===== config.mk =====
export PLATFORM = sky130hd
export DESIGN_NAME = cba_ctrl
export DESIGN_NICKNAME = d
export VERILOG_FILES = /design/src/cba_pkg.sv /design/src/cba_ctrl.sv /design/src/cba_sync.sv
export SDC_FILE = /design/constraint.sdc
export NUM_CORES = 1
export LEC_CHECK = 0
export BUFFER_PORTS_ARGS = -buffer_cell sky130_fd_sc_hd__buf_2
export CORE_UTILIZATION = 44
export DETAILED_ROUTE_END_ITERATION = 12
export PLACE_DENSITY_LB_ADDON = 0.12
export SYNTH_ARGS = -nofsm -noshare
export SYNTH_HDL_FRONTEND = slang
export SYNTH_SLANG_ARGS = --single-unit

===== constraint.sdc =====
create_clock -name SYS_CLK -period 10.95 [get_ports SYS_CLK]
set_input_delay 0.5475 -clock SYS_CLK [delete_from_list [all_inputs] [get_ports SYS_CLK]]
set_output_delay 0.5475 -clock SYS_CLK [all_outputs]
set_load 0.005 [all_outputs]

===== src/cba_pkg.sv =====
// constants and types for the charge-balance converter control block
// Operation
// - comparator output is inverted before the modulator flip-flop data input.
// - flip-flop sets on the next converter clock edge after data goes high.
// - flip-flop clears on the next converter clock edge after data goes low.
// - modulator stays idle until the integrator next falls below threshold.
// - current pulse lasts half the output pulse, centred by a quadrature phase.
// - converter clock is the oscillator divided by two; oscillator gives quadrature.
// - current switch has an off interval in every converter clock period.
// - counts are offset: negative full scale 0, zero 30000, positive 60000.
// - count span is shifted to centre on 66908 clocks of signal integrate.
// - auto-zero storage switch closes only during the two zero phases.
// - zero phases force switching at the midscale (zero input) rate.
// - calibrate phase closes calibration switch and forces the full-scale rate.
// - modulator pulses counted over integration form the conversion result.
// - tracks function and range, auto or manual ranging, drives range lines.
// - cycle runs first zero, calibrate, second zero, then signal integrate.
// - display subtracts the zero offset count and flags negative below it.
// - exactly one buffer input select is active, matching the current phase.
`default_nettype none
package cba_pkg;
  // ----------------------------------------------------------------------
  // timing
  // ----------------------------------------------------------------------
  localparam int unsigned SYS_CLK_HZ = 10000000;
  localparam int unsigned OSC_HZ     = 669000;
  // one quarter of a converter period is half an oscillator period
  localparam int unsigned QTR_DIV    = SYS_CLK_HZ / (2 * OSC_HZ);
  localparam logic [2:0]  QTR_LAST   = 3'(QTR_DIV - 1);
  localparam logic [1:0]  Q_LAST     = 2'h3;
  localparam logic [1:0]  Q_CUR_ON   = 2'h1;
  localparam logic [1:0]  Q_CUR_OFF  = 2'h3;
  localparam logic [1:0]  Q_CLK_LOW  = 2'h2;

  // ----------------------------------------------------------------------
  // count scale
  // ----------------------------------------------------------------------
  localparam int unsigned CW             = 17;
  localparam logic [16:0] INTEG_CLOCKS   = 17'h1055C;  // 66908
  localparam logic [16:0] ZERO_COUNTS    = 17'h07530;  // 30000
  localparam logic [16:0] FULL_COUNTS    = 17'h0EA60;  // 60000
  localparam logic [16:0] COUNT_SHIFT    = 17'(({15'h0, INTEG_CLOCKS[16:1]})
                                           - ({1'b0, FULL_COUNTS[16:1]}));
  localparam logic [16:0] ZERO_RAW       = 17'(COUNT_SHIFT + ZERO_COUNTS);
  localparam logic [16:0] TOP_RAW        = 17'(COUNT_SHIFT + FULL_COUNTS);
  localparam logic [16:0] FORCE_ZERO_INC = ZERO_RAW;
  localparam logic [16:0] FORCE_FULL_INC = TOP_RAW;
  localparam logic [16:0] ZERO_CLOCKS    = 17'h04000;
  localparam logic [16:0] DOWNRANGE_MAG  = 17'h00AF0;  // below 2800 steps down

  // ----------------------------------------------------------------------
  // ranging and function
  // ----------------------------------------------------------------------
  localparam int unsigned RW        = 3;
  localparam logic [2:0]  RANGE_TOP = 3'h4;
  localparam logic [2:0]  RANGE_RST = 3'h4;
  localparam int unsigned FW        = 3;
  localparam int unsigned SYNC_W    = 7;

  typedef enum logic [1:0] {
    FIRST_ZERO, AUTO_CALIBRATE, SECOND_ZERO, SIGNAL_INTEGRATE
  } cba_phase_t;
endpackage
`default_nettype wire


===== src/cba_ctrl.sv =====
// charge-balance converter control: modulator, phases, counting, ranging
`timescale 1ns/1ns
`default_nettype none
module cba_ctrl #(
  parameter logic [16:0] INTEG_LEN = cba_pkg::INTEG_CLOCKS,
  parameter logic [16:0] ZERO_LEN  = cba_pkg::ZERO_CLOCKS
) (
  input  wire logic                  SYS_CLK,
  input  wire logic                  RESET,
  input  wire logic                  COMP_IN,
  input  wire logic                  RANGE_AUTO_IN,
  input  wire logic                  RANGE_DN_IN,
  input  wire logic                  RANGE_UP_IN,
  input  wire logic [cba_pkg::FW-1:0] FUNC_IN,
  output var  logic                  CONV_CLK,
  output var  logic                  MODULATOR_PULSE_OUT,
  output var  logic                  CURRENT_SWITCH,
  output var  logic                  AZ_UPDATE,
  output var  logic                  CAL_UPDATE,
  output var  logic                  BUFFER_SELECT_FIRST_ZERO,
  output var  logic                  BUFFER_SELECT_REFERENCE,
  output var  logic                  BUFFER_SELECT_SECOND_ZERO,
  output var  logic                  BUFFER_SELECT_SIGNAL,
  output var  logic [cba_pkg::RW-1:0] RANGE_OUT,
  output var  logic [cba_pkg::FW-1:0] FUNC_OUT,
  output var  logic [cba_pkg::CW-1:0] RESULT_MAG,
  output var  logic                  RESULT_NEG,
  output var  logic                  OVERRANGE,
  output var  logic                  RESULT_STROBE
);
  import cba_pkg::*;

  // ----------------------------------------------------------------------
  // pin synchronisers
  // ----------------------------------------------------------------------
  logic [SYNC_W-1:0] pins_s;
  logic              comp_s;
  logic              auto_s;
  logic              dn_s;
  logic              up_s;
  logic [FW-1:0]     func_s;

  cba_sync #(.W(SYNC_W)) u_sync (
    .clk (SYS_CLK),
    .rst (RESET),
    .d   ({COMP_IN, RANGE_AUTO_IN, RANGE_DN_IN, RANGE_UP_IN, FUNC_IN}),
    .q   (pins_s)
  );

  assign {comp_s, auto_s, dn_s, up_s, func_s} = pins_s;

  // ----------------------------------------------------------------------
  // state
  // ----------------------------------------------------------------------
  logic [2:0]    div_r,   div_nxt;
  logic [1:0]    qtr_r,   qtr_nxt;
  logic          mod_r,   mod_nxt;
  logic [CW-1:0] acc_r,   acc_nxt;
  logic [CW-1:0] tick_r,  tick_nxt;
  logic [CW-1:0] cnt_r,   cnt_nxt;
  cba_phase_t    ph_r,    ph_nxt;
  logic [RW-1:0] rng_r,   rng_nxt;
  logic          up_d_r,  up_d_nxt;
  logic          dn_d_r,  dn_d_nxt;
  logic          cclk_nxt, cur_nxt, az_nxt, cal_nxt;
  logic          sel_z1_nxt, sel_ref_nxt, sel_z2_nxt, sel_sig_nxt;
  logic [FW-1:0] func_nxt;
  logic [CW-1:0] mag_nxt;
  logic          neg_nxt, ovr_nxt, stb_nxt;

  // combinational helpers
  logic          qtick;
  logic          cedge;
  logic          forced;
  logic [CW-1:0] inc;
  logic [CW-1:0] sum;
  logic [CW-1:0] last;
  logic          ovr_now;
  logic [CW-1:0] fin;

  // ----------------------------------------------------------------------
  // next-state logic
  // ----------------------------------------------------------------------
  always_comb begin
    div_nxt  = div_r;
    qtr_nxt  = qtr_r;
    mod_nxt  = mod_r;
    acc_nxt  = acc_r;
    tick_nxt = tick_r;
    cnt_nxt  = cnt_r;
    ph_nxt   = ph_r;
    rng_nxt  = rng_r;
    mag_nxt  = RESULT_MAG;
    neg_nxt  = RESULT_NEG;
    ovr_nxt  = OVERRANGE;
    stb_nxt  = 1'b0;
    ovr_now  = 1'b0;
    fin      = cnt_r;
    up_d_nxt = up_s;
    dn_d_nxt = dn_s;
    func_nxt = func_s;

    // quarter-period ticks give the divide-by-two clock and its quadrature
    qtick = (div_r == QTR_LAST);
    if (qtick) begin
      div_nxt = 3'h0;
      qtr_nxt = 2'(qtr_r + 2'h1);
    end else begin
      div_nxt = 3'(div_r + 3'h1);
    end
    cedge = qtick && (qtr_r == Q_LAST);

    forced = (ph_r != SIGNAL_INTEGRATE);
    inc    = (ph_r == AUTO_CALIBRATE) ? FORCE_FULL_INC : FORCE_ZERO_INC;
    sum    = 17'(acc_r + inc);
    last   = (ph_r == SIGNAL_INTEGRATE) ? 17'(INTEG_LEN - 17'h1)
                                        : 17'(ZERO_LEN - 17'h1);

    if (cedge) begin
      if (forced) begin
        // rate accumulator: inc pulses per INTEG_CLOCKS converter clocks
        if (sum >= INTEG_CLOCKS) begin
          acc_nxt = 17'(sum - INTEG_CLOCKS);
          mod_nxt = 1'b1;
        end else begin
          acc_nxt = sum;
          mod_nxt = 1'b0;
        end
      end else begin
        mod_nxt = ~comp_s;
      end

      if (ph_r == SIGNAL_INTEGRATE && mod_nxt) begin
        cnt_nxt = 17'(cnt_r + 17'h1);
      end

      if (tick_r == last) begin
        tick_nxt = '0;
        unique case (ph_r)
          FIRST_ZERO:       ph_nxt = AUTO_CALIBRATE;
          AUTO_CALIBRATE:   ph_nxt = SECOND_ZERO;
          SECOND_ZERO:      ph_nxt = SIGNAL_INTEGRATE;
          SIGNAL_INTEGRATE: ph_nxt = FIRST_ZERO;
        endcase
        if (ph_r == SIGNAL_INTEGRATE) begin
          // the pulse set on this edge still belongs to this conversion
          fin     = cnt_nxt;
          cnt_nxt = '0;
          ovr_now = (fin < COUNT_SHIFT) || (fin > TOP_RAW);
          ovr_nxt = ovr_now;
          neg_nxt = (fin < ZERO_RAW);
          mag_nxt = (fin < ZERO_RAW) ? 17'(ZERO_RAW - fin)
                                     : 17'(fin - ZERO_RAW);
          stb_nxt = 1'b1;
          if (auto_s) begin
            if (ovr_now && rng_r != RANGE_TOP) begin
              rng_nxt = 3'(rng_r + 3'h1);
            end else if (!ovr_now && rng_r != 3'h0 &&
                         17'(mag_nxt) < DOWNRANGE_MAG) begin
              rng_nxt = 3'(rng_r - 3'h1);
            end
          end
        end
      end else begin
        tick_nxt = 17'(tick_r + 17'h1);
      end
    end

    // manual ranging reacts to edges of the up and down lines
    if (!auto_s) begin
      if (up_s && !up_d_r && rng_r != RANGE_TOP) begin
        rng_nxt = 3'(rng_r + 3'h1);
      end else if (dn_s && !dn_d_r && rng_r != 3'h0) begin
        rng_nxt = 3'(rng_r - 3'h1);
      end
    end

    // converter clock high in the first half of each period
    cclk_nxt = (qtr_nxt < Q_CLK_LOW);
    // current only in the middle two quarters: always an off time
    cur_nxt  = mod_nxt && (qtr_nxt >= Q_CUR_ON) && (qtr_nxt < Q_CUR_OFF);

    az_nxt      = (ph_nxt == FIRST_ZERO) || (ph_nxt == SECOND_ZERO);
    cal_nxt     = (ph_nxt == AUTO_CALIBRATE);
    sel_z1_nxt  = (ph_nxt == FIRST_ZERO);
    sel_ref_nxt = (ph_nxt == AUTO_CALIBRATE);
    sel_z2_nxt  = (ph_nxt == SECOND_ZERO);
    sel_sig_nxt = (ph_nxt == SIGNAL_INTEGRATE);
  end

  // ----------------------------------------------------------------------
  // registers
  // ----------------------------------------------------------------------
  always_ff @(posedge SYS_CLK) begin
    if (RESET) begin
      div_r                     <= 3'h0;
      qtr_r                     <= 2'h0;
      mod_r                     <= 1'b0;
      acc_r                     <= '0;
      tick_r                    <= '0;
      cnt_r                     <= '0;
      ph_r                      <= FIRST_ZERO;
      rng_r                     <= RANGE_RST;
      up_d_r                    <= 1'b0;
      dn_d_r                    <= 1'b0;
      CONV_CLK                  <= 1'b1;
      MODULATOR_PULSE_OUT       <= 1'b0;
      CURRENT_SWITCH            <= 1'b0;
      AZ_UPDATE                 <= 1'b1;
      CAL_UPDATE                <= 1'b0;
      BUFFER_SELECT_FIRST_ZERO  <= 1'b1;
      BUFFER_SELECT_REFERENCE   <= 1'b0;
      BUFFER_SELECT_SECOND_ZERO <= 1'b0;
      BUFFER_SELECT_SIGNAL      <= 1'b0;
      RANGE_OUT                 <= RANGE_RST;
      FUNC_OUT                  <= '0;
      RESULT_MAG                <= '0;
      RESULT_NEG                <= 1'b0;
      OVERRANGE                 <= 1'b0;
      RESULT_STROBE             <= 1'b0;
    end else begin
      div_r                     <= div_nxt;
      qtr_r                     <= qtr_nxt;
      mod_r                     <= mod_nxt;
      acc_r                     <= acc_nxt;
      tick_r                    <= tick_nxt;
      cnt_r                     <= cnt_nxt;
      ph_r                      <= ph_nxt;
      rng_r                     <= rng_nxt;
      up_d_r                    <= up_d_nxt;
      dn_d_r                    <= dn_d_nxt;
      CONV_CLK                  <= cclk_nxt;
      MODULATOR_PULSE_OUT       <= mod_nxt;
      CURRENT_SWITCH            <= cur_nxt;
      AZ_UPDATE                 <= az_nxt;
      CAL_UPDATE                <= cal_nxt;
      BUFFER_SELECT_FIRST_ZERO  <= sel_z1_nxt;
      BUFFER_SELECT_REFERENCE   <= sel_ref_nxt;
      BUFFER_SELECT_SECOND_ZERO <= sel_z2_nxt;
      BUFFER_SELECT_SIGNAL      <= sel_sig_nxt;
      RANGE_OUT                 <= rng_nxt;
      FUNC_OUT                  <= func_nxt;
      RESULT_MAG                <= mag_nxt;
      RESULT_NEG                <= neg_nxt;
      OVERRANGE                 <= ovr_nxt;
      RESULT_STROBE             <= stb_nxt;
    end
  end
endmodule
`default_nettype wire


===== src/cba_sync.sv =====
// two flip-flop synchroniser for a group of asynchronous pin inputs
`timescale 1ns/1ns
`default_nettype none
module cba_sync #(
  parameter int unsigned W = 1
) (
  input  wire logic         clk,
  input  wire logic         rst,
  input  wire logic [W-1:0] d,
  output var  logic [W-1:0] q
);
  logic [W-1:0] meta_r;
  logic [W-1:0] meta_nxt;
  logic [W-1:0] q_nxt;

  always_comb begin
    meta_nxt = d;
    q_nxt    = meta_r;
  end

  always_ff @(posedge clk) begin
    if (rst) begin
      meta_r <= '0;
      q      <= '0;
    end else begin
      meta_r <= meta_nxt;
      q      <= q_nxt;
    end
  end
endmodule
`default_nettype wire


==> results.env, run 1 <==
STATUS='complete, no violations'
CLOCK_TREE.ROOT_CELL='clkbuf_16'
PATH_CLASS='register to register'
POWER.DENSITY_CELL_AREA_nW_PER_UM2=107
YOSYS.CELL_TYPES.COUNT=79
SYNTH-SEQ-AREA-SHARE_PCT=31.7
NETLIST.AREA_LEADER.SHARE_PCT=31.7
PLACE.PORT_BUFFERS=43
TIMING.FINAL.HOLD_VIOLATIONS=0
CTS_SINKS=107
SYNTH_AREA_LEADER_CELL='dfxtp_1'
VIAS=6088
HP-CLASS='input port to register'
MAPPEDNETLISTAREA_UM2=6760
PATH_DELAY_FAMILY='compound AO/OA/AOI/OAI gates'
SYNTH.TOP_CELLS.BY_COUNT='107 x dfxtp_1, 100 x nor2_1, 60 x nand2_1'
CLOCK_LATENCY_PS=360
HPWLAFTERDP_MM=12.5
FLOORPLAN.INITIALDENSITY_PCT=45.8
CRITICAL_PATH.SLOWEST_CELL='ha_1'
DRV_CAP=0
CLOCK_SKEW_PS=13.7
PERIOD_NEEDED_PS=5070
SYN_NETS=878
DR.FIRST_ITER.DRC_COUNT=450
WORST_SLEW_PIN_SLEW_PS=1010
CRIT_CHAIN='ha_1 -> nand3b_1 -> xnor2_1 -> ha_1 -> nor2b_1 -> a32oi_1 -> a41oi_1 -> o32a_1 -> o31a_2 -> mux2i_1 -> xnor2_1 -> nor4_2 -> o211ai_2 -> and4_1 -> or3_1'
AREA.SEQUENTIAL_UM2=2140
NNETSFINAL=889
CTS.HTREE.LEVELS=3
ROWS=44
CTS.REPAIR_TIMING.SETUP_BUFFER_COUNT=0
TIMING.CRITICAL_PATH.FANOUT_MAX=21
DRIVE_GT1_SHARE_PCT=10.3
FLOORPLAN.DIE.HEIGHT_UM=126
FP.DIEAREA_UM2=15900
TRITONCTS.NUM_BUFFERS=9
FINAL_TOTAL_PWR_mW=0.783
CTS_REPAIR_RESIZES=0
REQUIRED_TIME_REPORTED_FOR_THE_CRITICAL_PATH_ENDPOINT_PS=11190
SETUP_VIOLATIONS=0
GLOBAL_ROUTE.USAGE.TOTAL_PCT=22.1
WIRE_PER_INST_UM=16.5
SYNTH_MOST_COMMON_CELL='dfxtp_1'
DESIGN.CORE.AREA_UM2=14800
ELEMENT_TYPE_AT_THE_CRITICAL_PATH_END='register'
GRT_START_MAX_NET_PINS=95
WIRELENGTH_MM=17.3
MULTIINPUTGATEAREA_UM2=4270
CTS_TREE='built'
FLOORPLAN.DIE.WIDTH_UM=126
TIMING_MAX_TRANSITION_VIOLATIONS_FINAL=0
CTS.PATH.MAX_BUFFERS=2
MAX-SLEW-MARGIN-REL_PCT=32.6
FILLERS=1425
CRITICAL_PATH_ARRIVAL_PS=5310
POST_SYNTH_MAIN_AREA_CONTRIBUTORS='dfxtp_1 32%, xnor2_1 5.6%, nor2_1 5.6%'
ANTENNA_VIOLATIONS_BEFORE_REPAIR=0
TIMING.CRITICAL_PATH.FROM_TYPE='register'
POST_CTS_HOLD_BUFFER_COUNT=0
ROUTE.ANTENNA.REMAINING_NETS=0
FINAL.SETUP.TNS_PS=0
MAXCLOCKFREQUENCY_MHz=197
YS_ASYNC_SR_FRACTION_PCT=0
LEAKAGEPOWER_nW=2.75
NETLIST_INSTANCES=845
CP_BUF_INV_COUNT=0
SYNTH_EDF_COUNT=0
ROUTE.DETAILED.DRC=0
DRT_PASS1_ITERATIONS=5
ROUTED_VIA_DENSITY=5.83
GRT_PASS1_VIAS=5721
CRITPATHMAXSTAGEDELAY_PS=570
PLACER_CONGESTION=0.910
MAX-VDD-IR-DROP_mV=0.0802
NUM_IO_PINS=44
HOLD_WS_PS=394
RSZ0062_AT_GRT='false'
TIMING.FINAL.CRIT_SHARE_PCT=46.3
GRT_FIRST_PASS_WIRELENGTH_MM=28.4
N_ANTENNA_CELL=0
GR-TOTAL-OVERFLOW=0
AREAGROWTHSYNTHTOFINISH_PCT=8.25
PRIMARY_FF_MASTER_SYNTH='dfxtp_1'
SYN-MEAN-INSTANCE-AREA_UM2=8.00
SYNTH_SEQ_CELLS=107
PATH_CLK_SLEW_PS=80
SYNTHESIS.YOSYS.WARNINGS=0
placed cells by master, fill, tap and decap left out, types with 4 or more instances in the layout:
cell and instances:
and2_1 9, nor3_1 23, a22oi_1 13, nand2_1 60
o32ai_1 4, nand3b_1 6, xnor2_1 43, clkbuf_16 9
o31ai_1 6, nor3b_1 5, xor2_1 28, o21ai_0 31
o21a_1 5, nor4_1 11, nand2b_1 19, nand3_1 20
or3_1 12, a211o_1 4, and3_1 6, a31oi_1 4
dfxtp_1 107, ha_1 24, inv_1 36, or2_2 6
nand4_1 16, buf_4 4, a21oi_1 47, a311o_1 4
a211oi_1 28, o211ai_1 6, buf_2 43, mux2i_1 15
or4_1 4, nor2b_1 27, nor2_1 100, and4_1 5
inv_6 4
registers in the layout (all words and copies together) (netlist names), 2 cells and up:
name,flops
tick_r,17
acc_r,16
cnt_r,17
div_r,3
rng_r,3
u_sync.q,7
RESULT_MAG,17
qtr_r,2
ph_r,2
u_sync.meta_r,7
FUNC_OUT,3
cell type report:
class                   count  area share (%)
flip-flops and latches    107            29.3
clock inverters             6           0.923
well taps                 184            3.15
clock buffers              10            3.13
multi-input cells         655            58.3
inverters                  36            1.85
repair buffers             47            3.35
final timing paths:
| kind | start | endpoint | slack [ps] | cells past startpoint |
|---|---|---|---|---|
| max | ph_r[1] | rng_r[1] | 5880 | 15 |
| min | RANGE_DN_IN | u_sync.meta_r[4] | 390 | 2 |
| max reg2reg | ph_r[1] | rng_r[1] | 5880 | 15 |
| min reg2reg | u_sync.q[2] | FUNC_OUT[2] | 440 | 1 |
power by group:
part           internal [mW]  switching [mW]
logic                 0.0225          0.0359
clock network          0.162           0.162
registers              0.396         0.00547
logic make-up (layout without fill, tap and decap cells):
family / Yosys count / in the layout / synth area share [%]
adder cells (fa/ha/maj): 24 / 24 / 4.44
AND/OR/NAND/NOR: 346 / 346 / 26.9
flip-flops: 107 / 107 / 31.7
AO/OA/AOI/OAI: 196 / 196 / 19.8
multiplexers: 18 / 18 / 2.72
XOR/XNOR: 71 / 71 / 9.20
buffers and inverters: 83 / 99 / 5.22
routing by layer:
layer	track usage (%)	vias up	wire length, µm
met5	0	-	0
met4	7.51	0	403
met3	3.57	24	707
met2	35.4	173	7810
met1	30.1	2835	8370
li1	-	3056	-
through the flow:
step / setup slack (ps) / instance area (µm²) / utilization, % / instances
3_3_place_gp: 6170 / 7020 / 47.6 / 1029
5_1_grt: 5450 / 7320 / 49.6 / 1045
4_1_cts: 5930 / 7320 / 49.6 / 1045
2_1_floorplan: 6680 / 6760 / - / 845
3_5_place_dp: 5940 / 7020 / 47.6 / 1029
6_report: 5880 / 7320 / 49.6 / 1045
No activity file was read; power rests on OpenSTA's default activity.
==> run 2: changes to the inputs <==
==> constraint.sdc (replaced) <==
create_clock -name SYS_CLK -period 4.5 [get_ports SYS_CLK]
set_input_delay 0.225 -clock SYS_CLK [delete_from_list [all_inputs] [get_ports SYS_CLK]]
set_output_delay 0.225 -clock SYS_CLK [all_outputs]
set_load 0.005 [all_outputs]
==> results.env, run 2 (synthesis results as in run 1) <==
GLOBAL_ROUTE.USAGE.TOTAL_PCT=22.9  # +0.86 points
LAYOUT_COMMONEST_CELL='dfxtp_1'
ELEMENT_TYPE_AT_THE_CRITICAL_PATH_END='register'
POST_CTS_HOLD_BUFFER_COUNT=0  # unchanged
HPWLAFTERDP_MM=13.2  # +5.0%
GRT_FIRST_PASS_WIRELENGTH_MM=29.4  # +3.4%
PATH_CLASS='register to register'
N_ANTENNA_CELL=0  # unchanged
PATH_CLK_SLEW_PS=80  # about the same
ROUTED_VIA_DENSITY=5.90  # +1.3%
FINAL_CELL_MIX='107 x dfxtp_1, 100 x nor2_1, 60 x nand2_1'
PLACE.PORT_BUFFERS=43  # unchanged
PWR-SHARE-SEQ_PCT=49.5  # -1.7 points
FILLERS=1441  # +1.1%
CELLINTERNALPOWER_mW=1.47  # +150%
HP-CLASS='input port to register'
WIRELENGTH_MM=18.0  # +4.0%
GRT_START_MAX_NET_PINS=49  # -48%
FLOORPLAN.DIE.WIDTH_UM=126  # unchanged
MULTIINPUTGATEAREA_UM2=4290  # +0.53%
PWR-SHARE-CLK_PCT=43.3  # +2.0 points
POWER_SWITCHING_mW=0.505  # +150%
P_COMB_SHARE_PCT=7.2  # -0.3 points
CTS_TREE='built'
TIMING.FINAL.HOLD_VIOLATIONS=0  # unchanged
PERIOD_NEEDED_PS=4310  # -760 ps
AREAGROWTHSYNTHTOFINISH_PCT=12.0
CRITICAL_PATH.SLOWEST_CELL='o31a_2'
MAXCLOCKFREQUENCY_MHz=232  # +18%
DR.FIRST_ITER.DRC_COUNT=449  # -0.22%
ANTENNA_VIOLATIONS_BEFORE_REPAIR=0  # unchanged
UTILIZATION_AFTER_LAYOUT_PCT=51.3  # +1.7 points
ROUTE.DETAILED.DRC=0  # unchanged
DESIGN.CORE.AREA_UM2=14800  # unchanged
SETUP_VIOLATIONS=0  # unchanged
WORST_SLEW_PIN_SLEW_PS=850  # -161 ps
P_SW_SHARE_PCT=25.6  # -0.31 points
AREA.SEQUENTIAL_UM2=2140  # unchanged
CRITICAL_PATH_ARRIVAL_PS=4560  # -750 ps
MAX-SLEW-MARGIN-REL_PCT=43.3  # +11 points
LEAKAGEPOWER_nW=2.91  # +5.8%
CLOCK_TREE.ROOT_CELL='clkbuf_16'
NNETSFINAL=917  # +3.1%
GR-TOTAL-OVERFLOW=0  # unchanged
ROUTE.ANTENNA.REMAINING_NETS=0  # unchanged
CRIT_CHAIN='ha_2 -> nand2b_1 -> nand2_1 -> nand2_1 -> ha_1 -> nor2b_1 -> a32oi_1 -> a41oi_1 -> o32a_1 -> o31a_2 -> or2_1 -> and3_1 -> o21ai_0 -> o211ai_2 -> and4_1 -> or3_1'
CTS.HTREE.LEVELS=3  # unchanged
CLOCK_LATENCY_PS=370  # about the same
WIRE_PER_INST_UM=16.8  # +1.3%
FP.DIEAREA_UM2=15900  # unchanged
NUM_IO_PINS=44  # unchanged
TIMING.CRITICAL_PATH.FANOUT_MAX=11  # -48%
CLOCK_SKEW_PS=13.4  # -0.255 ps
TRITONCTS.NUM_BUFFERS=9  # unchanged
ROWS=44  # unchanged
TIMING.FINAL.CRIT_SHARE_PCT=95.8  # +49 points
FLOORPLAN.INITIALDENSITY_PCT=45.8  # unchanged
RSZ0062_AT_GRT='true'
REG.LARGEST.LIST='RESULT_MAG (17), cnt_r (17), tick_r (17)'
TIMING.CRITICAL_PATH.MODE_CELL='nand2_1'
GRT_PASS1_VIAS=5978  # +4.5%
FINAL.SETUP.TNS_PS=0  # unchanged
FLOORPLAN.DIE.HEIGHT_UM=126  # unchanged
REQUIRED_TIME_REPORTED_FOR_THE_CRITICAL_PATH_ENDPOINT_PS=4750  # -6440 ps
FF2FF_SETUP_SLACK_PS=190  # -5690 ps
CRITPATHMAXSTAGEDELAY_PS=460  # -110 ps
STATUS='complete, no violations'
TIMING.CRITICAL_PATH.FROM_TYPE='register'
POWER.DENSITY_CELL_AREA_nW_PER_UM2=260  # +140%
TIMING_MAX_TRANSITION_VIOLATIONS_FINAL=0  # unchanged
CTS_SINKS=107  # unchanged
VIAS=6333  # +4.0%
MAX-VDD-IR-DROP_mV=0.178  # +120%
DRIVE_GT1_SHARE_PCT=13.7  # +3.4 points
DRV_CAP=0  # unchanged
PLACER_CONGESTION=0.975  # +7.1%
DRT_PASS1_ITERATIONS=7  # +2
CTS.PATH.MAX_BUFFERS=2  # unchanged
==> run 2: area by class of cell <==
type                    instances  share of cell area [%]
multi-input cells             655                    56.7
clock inverters                 7                    1.22
inverters                      36                    1.78
well taps                     184                    3.04
flip-flops and latches        107                    28.3
repair buffers                 75                    6.01
clock buffers                   9                    2.97
==> run 2: timing repair <==
item	CTS	global route
setup buffers	0	2
setup endpoints to repair	0	9
resized for setup	0	7
==> run 2: critical path, delay by kind of cell, from the launching register on <==
kind	cells	cell delay (ps)
compound gates	6	1630
simple gates	8	1660
fa+ha+maj	2	500
flops	1	400
==> run 2: per-stage QoR <==
step,setup WS [ps],area (µm²),cells,total power [mW],hold WS [ps]
2_1_floorplan,232,6760,845,1.10,353
3_3_place_gp,302,7210,1055,1.13,418
3_5_place_dp,161,7210,1055,1.14,427
4_1_cts,116,7530,1071,2.00,58.5
5_1_grt,-74.0,7570,1073,2.05,86.1
6_report,189,7570,1073,1.97,70.6
==> run 2: power by group through the flow <==
stage | Sequential, mW | Clock, mW | Combinational (mW)
6_report | 0.976 | 0.853 | 0.141
5_1_grt | 0.978 | 0.910 | 0.158
4_1_cts | 0.976 | 0.887 | 0.139
3_5_place_dp | 0.998 | 0 | 0.138
3_3_place_gp | 0.998 | 0 | 0.133
2_1_floorplan | 0.996 | 0 | 0.100
==> run 2: worst paths after layout <==
path / from / to / cells after the start
setup / recovery: ph_r[1] / rng_r[1] / 16
hold / removal: RANGE_UP_IN / u_sync.meta_r[3] / 2
setup reg to reg: ph_r[1] / rng_r[1] / 16
hold reg to reg: u_sync.q[2] / FUNC_OUT[2] / 1
==> run 2: metal layers <==
layer  global-route usage, %  share of wire, %  vias to the layer above
met5                       0                 0                        -
met4                    9.36               2.6                        0
met3                    4.25               4.5                       34
met2                    38.5                48                      198
met1                    28.9                45                     2990
li1                        -                 -                     3111
